===== src/sfcl_pkg.sv =====
// Package for the serial flash configuration loader.
// Holds record offsets, tag value, field positions and decode codes.
package sfcl_pkg;
  // Record word offsets (bytes)
  localparam logic [8:0] OFF_TAG       = 9'h000;
  localparam logic [8:0] OFF_A_CS0_CAP = 9'h034;
  localparam logic [8:0] OFF_A_CS1_CAP = 9'h038;
  localparam logic [8:0] OFF_B_CS0_CAP = 9'h03C;
  localparam logic [8:0] OFF_B_CS1_CAP = 9'h040;
  localparam logic [8:0] OFF_CLK_FREQ  = 9'h044;
  localparam logic [8:0] OFF_BUSY      = 9'h048;
  localparam logic [8:0] OFF_LANES     = 9'h04C;
  localparam logic [8:0] OFF_PORTS     = 9'h050;
  localparam logic [8:0] OFF_DDR       = 9'h054;
  localparam logic [8:0] OFF_A_CS1_EN  = 9'h060;
  localparam logic [8:0] OFF_LAST      = 9'h060;
  localparam logic [8:0] OFF_STEP      = 9'h004;
  // Magic tag, lowest byte first
  localparam logic [31:0] TAG_VALUE    = 32'h6663716B;
  // Busy word fields
  localparam int BUSY_POL_LSB = 16;
  localparam int BUSY_POS_MSB = 4;
  // Decode codes
  localparam logic [31:0] CODE_ZERO  = 32'h00000000;
  localparam logic [31:0] CODE_ONE   = 32'h00000001;
  localparam logic [31:0] CODE_TWO   = 32'h00000002;
  localparam logic [31:0] CODE_THREE = 32'h00000003;
  typedef enum logic [1:0] {
    SFCL_CLK_LOW  = 2'h0,
    SFCL_CLK_MID  = 2'h1,
    SFCL_CLK_HIGH = 2'h2
  } sfcl_clk_type;
  typedef enum logic [1:0] {
    SFCL_LANE_1 = 2'h0,
    SFCL_LANE_2 = 2'h1,
    SFCL_LANE_4 = 2'h2,
    SFCL_LANE_8 = 2'h3
  } sfcl_lane_type;
endpackage


===== src/sfcl_busy_check.sv =====
// Busy decision for status polling of the external flash.
// Assumes status word and settings come from the same clock domain.
`timescale 1ns/1ps
module sfcl_busy_check (
  // Status word from flash
  input  wire logic [31:0] status_word,
  // Configured busy flag
  input  wire logic [4:0]  busy_position,
  input  wire logic        busy_level,
  // Result
  output logic             flash_busy
);
  always_comb begin
    flash_busy = (status_word[busy_position] == busy_level);
  end
endmodule


===== src/sfcl_loader.sv =====
// Serial flash configuration loader: walks the setup record words and
// turns them into flash controller settings.
// Assumes a word reader answering one request with one data pulse.
`timescale 1ns/1ps
module sfcl_loader
  import sfcl_pkg::*;
(
  // Clock and reset
  input  wire logic                  clock,
  input  wire logic                  rst_n,
  // Control
  input  wire logic                  load_start,
  // Record word reader
  output logic                       rd_req,
  output logic [8:0]                 rd_addr,
  input  wire logic                  rd_valid,
  input  wire logic [31:0]           rd_data,
  // Status
  output logic                       load_busy,
  output logic                       load_done,
  output logic                       record_valid,
  // Decoded settings
  output logic [31:0]                port_a_cs0_capacity,
  output logic [31:0]                port_a_cs1_capacity,
  output logic [31:0]                port_b_cs0_capacity,
  output logic [31:0]                port_b_cs1_capacity,
  output logic                       port_a_cs1_present,
  output logic                       port_b_cs0_present,
  output logic                       port_b_cs1_present,
  output sfcl_pkg::sfcl_clk_type     clock_class,
  output logic                       busy_level,
  output logic [4:0]                 busy_position,
  output sfcl_pkg::sfcl_lane_type    lane_width,
  output logic                       second_flash_port_enable,
  output logic                       ddr_enable,
  output logic                       first_port_second_select_enable,
  // Status polling
  input  wire logic [31:0]           flash_status,
  output logic                       flash_busy
);
  import sfcl_pkg::*;

  typedef enum logic [1:0] {
    SFCL_IDLE = 2'h0,
    SFCL_TAG  = 2'h1,
    SFCL_BODY = 2'h3,
    SFCL_END  = 2'h2
  } sfcl_state_type;

  sfcl_state_type state;
  logic [8:0]     addr;

  // One outstanding read; request held until data returns
  assign rd_req    = (state == SFCL_TAG) || (state == SFCL_BODY);
  assign rd_addr   = addr;
  assign load_busy = rd_req;

  always_ff @(posedge clock) begin
    if (!rst_n) begin
      state <= SFCL_IDLE;
      addr  <= OFF_TAG;
    end else begin
      case (state)
        SFCL_IDLE: begin
          if (load_start) begin
            state <= SFCL_TAG;
            addr  <= OFF_TAG;
          end
        end
        SFCL_TAG: begin
          if (rd_valid) begin
            // Bad tag: stop at once, settings stay untouched
            if (rd_data == TAG_VALUE) begin
              state <= SFCL_BODY;
              addr  <= OFF_A_CS0_CAP;
            end else begin
              state <= SFCL_END;
            end
          end
        end
        SFCL_BODY: begin
          if (rd_valid) begin
            if (addr == OFF_LAST) begin
              state <= SFCL_END;
            end else if (addr == OFF_DDR) begin
              addr <= OFF_A_CS1_EN;
            end else begin
              addr <= addr + OFF_STEP;
            end
          end
        end
        SFCL_END: begin
          state <= SFCL_IDLE;
        end
        default: begin
          state <= SFCL_IDLE;
        end
      endcase
    end
  end

  // Completion pulse and validity flag
  always_ff @(posedge clock) begin
    if (!rst_n) begin
      load_done    <= 1'b0;
      record_valid <= 1'b0;
    end else begin
      load_done <= (state == SFCL_END);
      if (state == SFCL_TAG && rd_valid) begin
        record_valid <= 1'b0;
      end else if (state == SFCL_BODY && rd_valid && addr == OFF_LAST) begin
        record_valid <= 1'b1;
      end
    end
  end

  // Capacity words
  always_ff @(posedge clock) begin
    if (!rst_n) begin
      port_a_cs0_capacity <= CODE_ZERO;
      port_a_cs1_capacity <= CODE_ZERO;
      port_b_cs0_capacity <= CODE_ZERO;
      port_b_cs1_capacity <= CODE_ZERO;
    end else if (state == SFCL_BODY && rd_valid) begin
      case (addr)
        OFF_A_CS0_CAP: port_a_cs0_capacity <= rd_data;
        OFF_A_CS1_CAP: port_a_cs1_capacity <= rd_data;
        OFF_B_CS0_CAP: port_b_cs0_capacity <= rd_data;
        OFF_B_CS1_CAP: port_b_cs1_capacity <= rd_data;
        default: begin
        end
      endcase
    end
  end

  // Zero capacity reads as an absent device
  assign port_a_cs1_present = (port_a_cs1_capacity != CODE_ZERO);
  assign port_b_cs0_present = (port_b_cs0_capacity != CODE_ZERO);
  assign port_b_cs1_present = (port_b_cs1_capacity != CODE_ZERO);

  // Mode words; out-of-range codes keep the previous setting, except the busy word, always taken, and the select enable word, cleared by any code but one
  always_ff @(posedge clock) begin
    if (!rst_n) begin
      clock_class                     <= SFCL_CLK_LOW;
      busy_level                      <= 1'b1;
      busy_position                   <= 5'h00;
      lane_width                      <= SFCL_LANE_1;
      second_flash_port_enable        <= 1'b0;
      ddr_enable                      <= 1'b0;
      first_port_second_select_enable <= 1'b0;
    end else if (state == SFCL_BODY && rd_valid) begin
      case (addr)
        OFF_CLK_FREQ: begin
          if (rd_data == CODE_ZERO) clock_class <= SFCL_CLK_LOW;
          else if (rd_data == CODE_ONE) clock_class <= SFCL_CLK_MID;
          else if (rd_data == CODE_TWO) clock_class <= SFCL_CLK_HIGH;
        end
        OFF_BUSY: begin
          // Polarity 0 means busy while flag is one
          busy_level    <= (rd_data[31:BUSY_POL_LSB] == 16'h0000);
          busy_position <= rd_data[BUSY_POS_MSB:0];
        end
        OFF_LANES: begin
          if (rd_data[31:2] == 30'h0) begin
            lane_width <= sfcl_lane_type'(rd_data[1:0]);
          end
        end
        OFF_PORTS: begin
          if (rd_data == CODE_ZERO) second_flash_port_enable <= 1'b0;
          else if (rd_data == CODE_ONE) begin
            second_flash_port_enable <= 1'b1;
          end
        end
        OFF_DDR: begin
          if (rd_data == CODE_ZERO) ddr_enable <= 1'b0;
          else if (rd_data == CODE_ONE) ddr_enable <= 1'b1;
        end
        OFF_A_CS1_EN: begin
          // Writer keeps this set whenever the capacity is nonzero
          first_port_second_select_enable <= (rd_data == CODE_ONE);
        end
        default: begin
        end
      endcase
    end
  end

  sfcl_busy_check u_busy (
    .status_word   (flash_status),
    .busy_position (busy_position),
    .busy_level    (busy_level),
    .flash_busy    (flash_busy)
  );
endmodule


===== config.mk =====
export PLATFORM = sky130hd
export DESIGN_NAME = sfcl_loader
export DESIGN_NICKNAME = d
export VERILOG_FILES = /design/src/sfcl_pkg.sv /design/src/sfcl_busy_check.sv /design/src/sfcl_loader.sv
export SDC_FILE = /design/constraint.sdc
export NUM_CORES = 1
export LEC_CHECK = 0
export BUFFER_PORTS_ARGS = -buffer_cell sky130_fd_sc_hd__buf_2
export CORE_ASPECT_RATIO = 0.8
export CORE_MARGIN = 3
export CORE_UTILIZATION = 54
export CTS_CLUSTER_DIAMETER = 40
export CTS_CLUSTER_SIZE = 16
export DETAILED_ROUTE_END_ITERATION = 8
export GPL_TIMING_DRIVEN = 0
export PLACE_DENSITY = 0.86
export SETUP_SLACK_MARGIN = 0.5
export SLEW_MARGIN = 20
export SYNTH_ARGS = -nofsm -noshare
export SYNTH_HDL_FRONTEND = slang
export SYNTH_SLANG_ARGS = --single-unit

===== constraint.sdc =====
create_clock -name clock -period 3.55 [get_ports clock]
set_input_delay 0.5325 -clock clock [delete_from_list [all_inputs] [get_ports clock]]
set_output_delay 0.5325 -clock clock [all_outputs]
set_load 0.03 [all_outputs]

==> metrics.txt, run 1 <==
outcome=finished, final reports clean; Final nets=996; setup TNS=0 ns; Final period util=0.828; Final Hold Viols=0; Total GRT Usage=0.306; part of the power in the clock network=0.464; logic gate share of total power=0.059; CTS Hold Bufs=0; Worst Tran Pin Value=0.696 ns; Die Wd=127 um; WHS=approximately 0.4 ns; ys async rst share=0; Starting DRT DRC Count=463; Crit path largest cell delay=around 0.5 ns; switching share of power=0.255; startpoint types=flop; worst-skew pair later-pin latency=0.42 ns; peak supply drop=approximately 0.00036 V; family with the most delay on the worst path=multiplexers; num rows=34; Setup crit end kind=primary output; clock sink count=152; Fmax achieved=0.340 GHz; die area=0.0130 mm2; CP most frequent cell=mux4_2; Tmin final=2.94 ns; YS warnings=0; crit-path max FO=6; RSZ-0062 raised after global routing=no; Required @ worst endpoint=3.02 ns; Worst Hold Endpoint=state[0]; Starting Density=0.566; Die H=103 um; placed standard-cell area=0.00761 mm2; number of vias per cell=5.68; Num CTS Buffers=17; Mapped Area=0.00631 mm2; pin count of the biggest net entering global routing=17; routed len/inst=18.9 um; global-route wire length before repair=roughly 31000 um; H-tree depth=4; Setup CP Type=flop to primary output; Max-Cap Viols=0; I/O Pins=226; register area share after synthesis=0.482; I/O Buffers=221; Final Max Slew Viols=0; worst path arrival time=~2.4 ns; WHS Path Cells=2; reg-to-reg slack, setup=1.02 ns; Design Area, Final=approximately 0.0082 mm2; r2r endpoint=rd_addr[3]; Clock Tree Buf Depth=2; Psw=0.920 mW; gpl congestion=0.965; DR pass1 iterations=5; CTS tree=built; critical hold path startpoint=rd_valid; vias in the first global route=5627; share of cells above drive strength 1=0.313; vias after detailed routing=6142; DRC errors left=0; area grow syn2layout=29.6%; Power Density=approximately 440 mW/mm2; Cells after Synth=around 700; grt ovf=0; initial antenna violation count=0; P_leak=4.35 nW; clock-pin slew on the worst setup and hold paths=~0.070 ns; top_reg_cell synth=dfxtp_1; Pwr Total=3.61 mW; worst reg-to-reg path cell count=8; relative slew slack=0.536; Routed WL=between 20000 and 25000 um; hpwl dp=15100 um; critical path, cell by cell=buf_6 -> mux4_2 -> mux4_2 -> nand2_1 -> nand3_1 -> xnor2_2 -> buf_4; clk root buf=clkbuf_16; worst r2r src=rd_addr[2]; clock skew=0.00906 ns; Core Area=0.0111 mm2; # fillers=between 800 and 900; Hold Crit Class=input pin to flop; CP bufs+invs=2; internal power=2.69 mW; Worst path slowest cell=mux4_2; Post-synth EDFFs=0; syn avg cell area=9.27 um2; remaining antenna violation count=0; register bit total from synthesis=~150; final setup violation count=0; Seq pwr share=0.477; library cells used by synthesis=51
worst register-to-register path, cell delays in order (launching register included):
cell	delay (ns)
dfxtp_1	0.54
inv_1	0.13
ha_1	0.21
nor2b_1	0.14
and4bb_1	0.31
o22a_1	0.26
clkbuf_1	0.20
or4b_1	0.53
a21oi_1	0.14
power groups by stage:
stage	Clock, mW	Combinational, mW	Sequential (mW)
after floorplan	0	0.0941	1.76
after global placement	0	0.207	1.76
after detailed placement	0	0.208	1.76
after CTS	1.68	0.209	1.72
after global routing	1.76	0.228	1.72
final	1.68	0.213	1.72
final cells by class:
class	instances	area (um2)	area share
well taps	144	180	0.0220
diodes	1	2.50	0.000306
inverters	7	26.3	0.00321
flip-flops and latches	152	3040	0.372
plain buffers	46	216	0.0265
multi-input cells	477	3050	0.373
clock inverters	15	123	0.0150
clock buffers	17	425	0.0520
repair buffers	222	1120	0.136
sequential cells by signal, summed over array words and instances (netlist names):
register,cells
rd_addr,7
ddr_enable,1
record_valid,1
port_a_cs0_capacity,32
lane_width,2
port_b_cs1_capacity,32
port_b_cs0_capacity,32
load_done,1
second_flash_port_enable,1
port_a_cs1_capacity,32
first_port_second_select_enable,1
busy_position,5
busy_level,1
state,2
clock_class,2
cells in the final DEF (no fill, tap or decap), types with 4 or more instances in the layout:
master	netlist	final
clkbuf_1	26	25
a21oi_1	43	43
a31oi_1	5	5
clkinvlp_4	0	5
nand2_1	81	81
nand2b_1	4	4
mux4_2	5	5
inv_1	6	6
nand4_1	14	14
buf_2	14	234
nor3_1	4	4
or2_2	5	5
nor2b_1	7	7
ha_1	5	5
dfxtp_1	152	152
buf_4	4	7
nand3_1	12	12
nor2_1	107	107
nor4_1	32	32
clkbuf_16	0	17
mux2i_1	108	108
metrics by stage:
| stage | utilization | instances | setup WS [ns] |
|---|---|---|---|
| floorplan | - | 682 | 0.601 |
| global placement | 0.683 | 1047 | 0.673 |
| detailed placement | 0.683 | 1047 | 0.642 |
| CTS | 0.733 | 1079 | 0.504 |
| global route | 0.734 | 1080 | 0.511 |
| finish | 0.734 | 1081 | 0.612 |
synth_stat cells (3+ instances only):
master | count | share of area
buf_2 | 14 | 0.011
nor3_1 | 4 | 0.0032
nor4_1 | 32 | 0.032
o21ai_0 | 3 | 0.0024
or4_1 | 3 | 0.0036
or2_2 | 5 | 0.0050
nand2b_1 | 4 | 0.0040
a21oi_1 | 43 | 0.034
dfxtp_1 | 152 | 0.48
nand2_1 | 81 | 0.048
o221a_2 | 3 | 0.0054
mux2i_1 | 108 | 0.17
nand3_1 | 12 | 0.0095
ha_1 | 5 | 0.0099
nor2_1 | 107 | 0.064
clkbuf_1 | 26 | 0.015
buf_4 | 4 | 0.0048
nand4_1 | 14 | 0.014
nor2b_1 | 7 | 0.0069
a31oi_1 | 5 | 0.0050
mux4_2 | 5 | 0.018
inv_1 | 6 | 0.0036
worst max path at each step:
stage,from,endpoint,cells after the start
after floorplan,busy_position[0],flash_busy,6
after global placement,busy_position[1],flash_busy,7
after detailed placement,busy_position[1],flash_busy,7
after CTS,busy_position[0],flash_busy,7
after global routing,busy_position[1],flash_busy,7
final,busy_position[0],flash_busy,7
logic make-up after synthesis:
| kind of cell | after synthesis | synth area share |
|---|---|---|
| compound gates | 72 | 0.0709 |
| mux | 113 | 0.189 |
| other cells | 1 | 0.000594 |
| xor+xnor | 1 | 0.00139 |
| fa+ha+maj | 5 | 0.00991 |
| flops | 152 | 0.482 |
| simple gates | 284 | 0.209 |
| buf+inv | 53 | 0.0367 |
layer usage:
layer / GRT usage / vias up / wire length, um
li1: - / 2872 / -
met1: 0.410 / 2937 / 8760
met2: 0.491 / 300 / 9450
met3: 0.0772 / 33 / 1820
met4: 0.104 / 0 / 391
met5: 0 / - / 0
timing repair:
action,4_1_cts,5_1_grt
buffers inserted,0,1
gates resized for setup,4,4
setup endpoints to repair,1,1
endpoints found under the hold margin,0,0
(Power assumes the default switching activity.)
==> run 2: changes to the inputs <==
Settings changed: ABC_AREA set to 1, CORE_UTILIZATION 54 to 46, PLACE_DENSITY 0.86 to 0.77.
Clock period 3.55 ns to 2.4 ns, I/O delays scaled along.
==> run 2 against run 1 <==
Non-clock buffer count grew 22. Wire length grew 15%. Area after synthesis grew 5.4%. Count of clock-buffer cells in the layout grew 1. Critical path depth grew 5. Utilization shrank 8.5 points. Power grew 58%. Flip-flop and latch count is the same. Via count grew 20%. Die area grew 22%. Register-to-register slack lost 0.43 ns.
==> metrics.txt, run 2 <==
worst-skew pair later-pin latency=0.43 ns (about the same); crit-path max FO=7 (+1); register bit total from synthesis=152 (unchanged); reg-to-reg slack, setup=0.59 ns (-0.43 ns); peak supply drop=0.000593 V (+67%); Hold Crit Class=input pin to flop; main area contributors after synthesis=dfxtp_1 (46%), o21ai_0 (11%), a21oi_1 (11%); Max-Cap Viols=0 (unchanged); Starting DRT DRC Count=614 (+33%); die area=0.0160 mm2 (+22%); internal power=4.16 mW (+55%); hpwl dp=17200 um (+13%); commonest cells after routing, fill and taps aside=buf_2 (224), inv_1 (151), a21oi_1 (144); Worst Tran Pin Value=0.614 ns (-0.0823 ns); DR pass1 iterations=6 (+1); most common cell after layout, fill and taps aside=buf_2; share of the synthesized area in the top cell type=0.457 (-0.0248); Cells after Synth=934 (+37%); Tmin final=2.21 ns; Starting Density=0.481 (-0.0854); vias after detailed routing=7374 (+20%); grt ovf=0 (unchanged); top_reg_cell synth=dfxtp_1; most frequent cells after synthesis=inv_1 (171), dfxtp_1 (152), o21ai_0 (146); worst path arrival time=1.85 ns (-0.56 ns); Post-synth EDFFs=0 (unchanged); CTS tree=built; startpoint types=flop; Setup CP Type=flop to primary output; ys async rst share=0 (unchanged); Fmax achieved=0.452 GHz; Crit path largest cell delay=0.34 ns (-0.16 ns); Seq pwr share=0.451 (-0.026); relative slew slack=0.591 (+0.0549); share of cells above drive strength 1=0.309 (-0.00400); DRC errors left=0 (unchanged); setup TNS=0 ns (unchanged); critical path, cell by cell=buf_6 -> buf_12 -> nor2_4 -> nor2_2 -> o21ai_2 -> nand3_1 -> nand3_1 -> nand3_1 -> nand2_1 -> nand2_1 -> nand2_2 -> buf_6; post-synth top area cell=dfxtp_1; syn avg cell area=7.13 um2 (-23%); part of the power in the clock network=0.462 (-0.002); Final Hold Viols=0 (unchanged); Final nets=1267 (+27%); Design Area, Final=0.00898 mm2 (+9.8%); Total GRT Usage=0.281 (-0.0255); Setup crit end kind=primary output; family with the most delay on the worst path=simple AND/OR/NAND/NOR gates; CTS Hold Bufs=0 (unchanged); initial antenna violation count=0 (unchanged); Worst path slowest cell=dfxtp_2; clock skew=0.0105 ns (+0.00139 ns); number of vias per cell=5.32 (-6.4%); I/O Pins=226 (unchanged); outcome=finished, final reports clean; routing usage on met3=0.0645 (-0.0126); CP most frequent cell=nand3_1; I/O Buffers=221 (unchanged); register area share after synthesis=0.457 (-0.0248); library cells used by synthesis=28 (-45%); pin count of the biggest net entering global routing=17 (unchanged); grt met2 use=0.428 (-0.0624); Clock Tree Buf Depth=2 (unchanged); met1 global-route usage=0.390 (-0.0196); switching share of power=0.272 (+0.0175); Die Wd=140 um (+11%); Final period util=0.921; P_leak=4.13 nW (-4.9%); global-route wire length before repair=35300 um (+14%); final setup violation count=0 (unchanged); # fillers=1260 (+47%); Die H=114 um (+11%); clk root buf=clkbuf_16; Psw=1.56 mW (+69%); placed standard-cell area=0.00800 mm2 (+5.1%); Routed WL=23500 um (+15%); clock sink count=152 (unchanged); logic gate share of total power=0.088 (+0.029); YS warnings=0 (unchanged); count leader, synth=inv_1; Core Area=0.0138 mm2 (+24%); H-tree depth=4 (unchanged); CP bufs+invs=3 (+1); Final Max Slew Viols=0 (unchanged); vias in the first global route=6649 (+18%); WHS=0.130 ns (-0.272 ns); Num CTS Buffers=17 (unchanged); gpl congestion=0.935 (-3.1%); Required @ worst endpoint=2.04 ns (-0.98 ns); # diodes=0 (-1); GRT busiest layer=met2; area grow syn2layout=34.9%; remaining antenna violation count=0 (unchanged); num rows=38 (+12%); Power Density=636 mW/mm2 (+44%); routed len/inst=16.9 um (-10%); RSZ-0062 raised after global routing=yes; clock-pin slew on the worst setup and hold paths=0.06 ns (about the same); Mapped Area=0.00666 mm2 (+5.4%)
## run 2: cell count changes after synthesis, moves of 6 or more
cell / previous run / this run
mux2i_1: 108 / 0
a21oi_1: 43 / 144
nor2_1: 107 / 83
clkbuf_1: 26 / 38
nand4_1: 14 / 27
nor4_1: 32 / 7
o21ai_0: 3 / 146
buf_2: 14 / 7
nor3_1: 4 / 10
inv_1: 6 / 171
nor2b_1: 7 / 0
nand3_1: 12 / 42
## run 2: metrics by stage
stage          power [mW]  worst slack (ns)  std cells  utilization
2_1_floorplan        2.89             0.531        935            -
3_3_place_gp         3.08             0.289       1336        0.578
3_5_place_dp         3.09             0.270       1336        0.578
4_1_cts              5.69             0.222       1382        0.637
5_1_grt              5.90             0.123       1387        0.649
6_report             5.71             0.189       1387        0.649
## run 2: power groups by stage
stage	Sequential [mW]	Clock, mW	Combinational (mW)
finish	2.57	2.64	0.500
global route	2.58	2.77	0.550
CTS	2.57	2.65	0.475
detailed placement	2.63	0	0.456
global placement	2.63	0	0.451
floorplan	2.65	0	0.234
## run 2: worst paths after layout
path / startpoint / end / cells after the start
setup / recovery: busy_position[0] / flash_busy / 12
hold reg to reg: port_a_cs0_capacity[30] / port_a_cs0_capacity[30] / 2
hold / removal: rd_valid / record_valid / 2
setup reg to reg: rd_addr[7] / port_a_cs0_capacity[9] / 6
## run 2: what timing repair did
| item | CTS | global route |
|---|---|---|
| pin swaps | 20 | 32 |
| buffers inserted | 13 | 4 |
| gates resized for setup | 63 | 69 |
| cloned | 1 | 1 |
| endpoints found under the setup margin | 49 | 137 |
## run 2: area by class of cell
type	instances	area, um2	share of cell area
Sequential cell	152	3070	0.342
Multi-Input combinational cell	561	2900	0.323
Timing Repair Buffer	240	1310	0.146
Tap cell	180	225	0.0251
Inverter	172	648	0.0722
Clock inverter	14	140	0.0156
Buffer	50	255	0.0284
Clock buffer	18	429	0.0478
## run 2: logic make-up (layout without fill, tap and decap cells)
logic type	Yosys count	after routing	share of synthesized area
DFF	152	152	0.457
other	1	2	0.000563
AOI/OAI and AO/OA	296	296	0.225
adders and majority gates	5	5	0.00940
xor gates and xnor gates	2	2	0.00263
buffers and inverters	222	494	0.128
and+or+nand+nor	256	256	0.177
## run 2: routing by layer
metal  routed length [um]  part of all wire
met2                10300              0.44
met5                    0                 0
met1                10200              0.44
met3                 2390              0.10
met4                  587             0.025
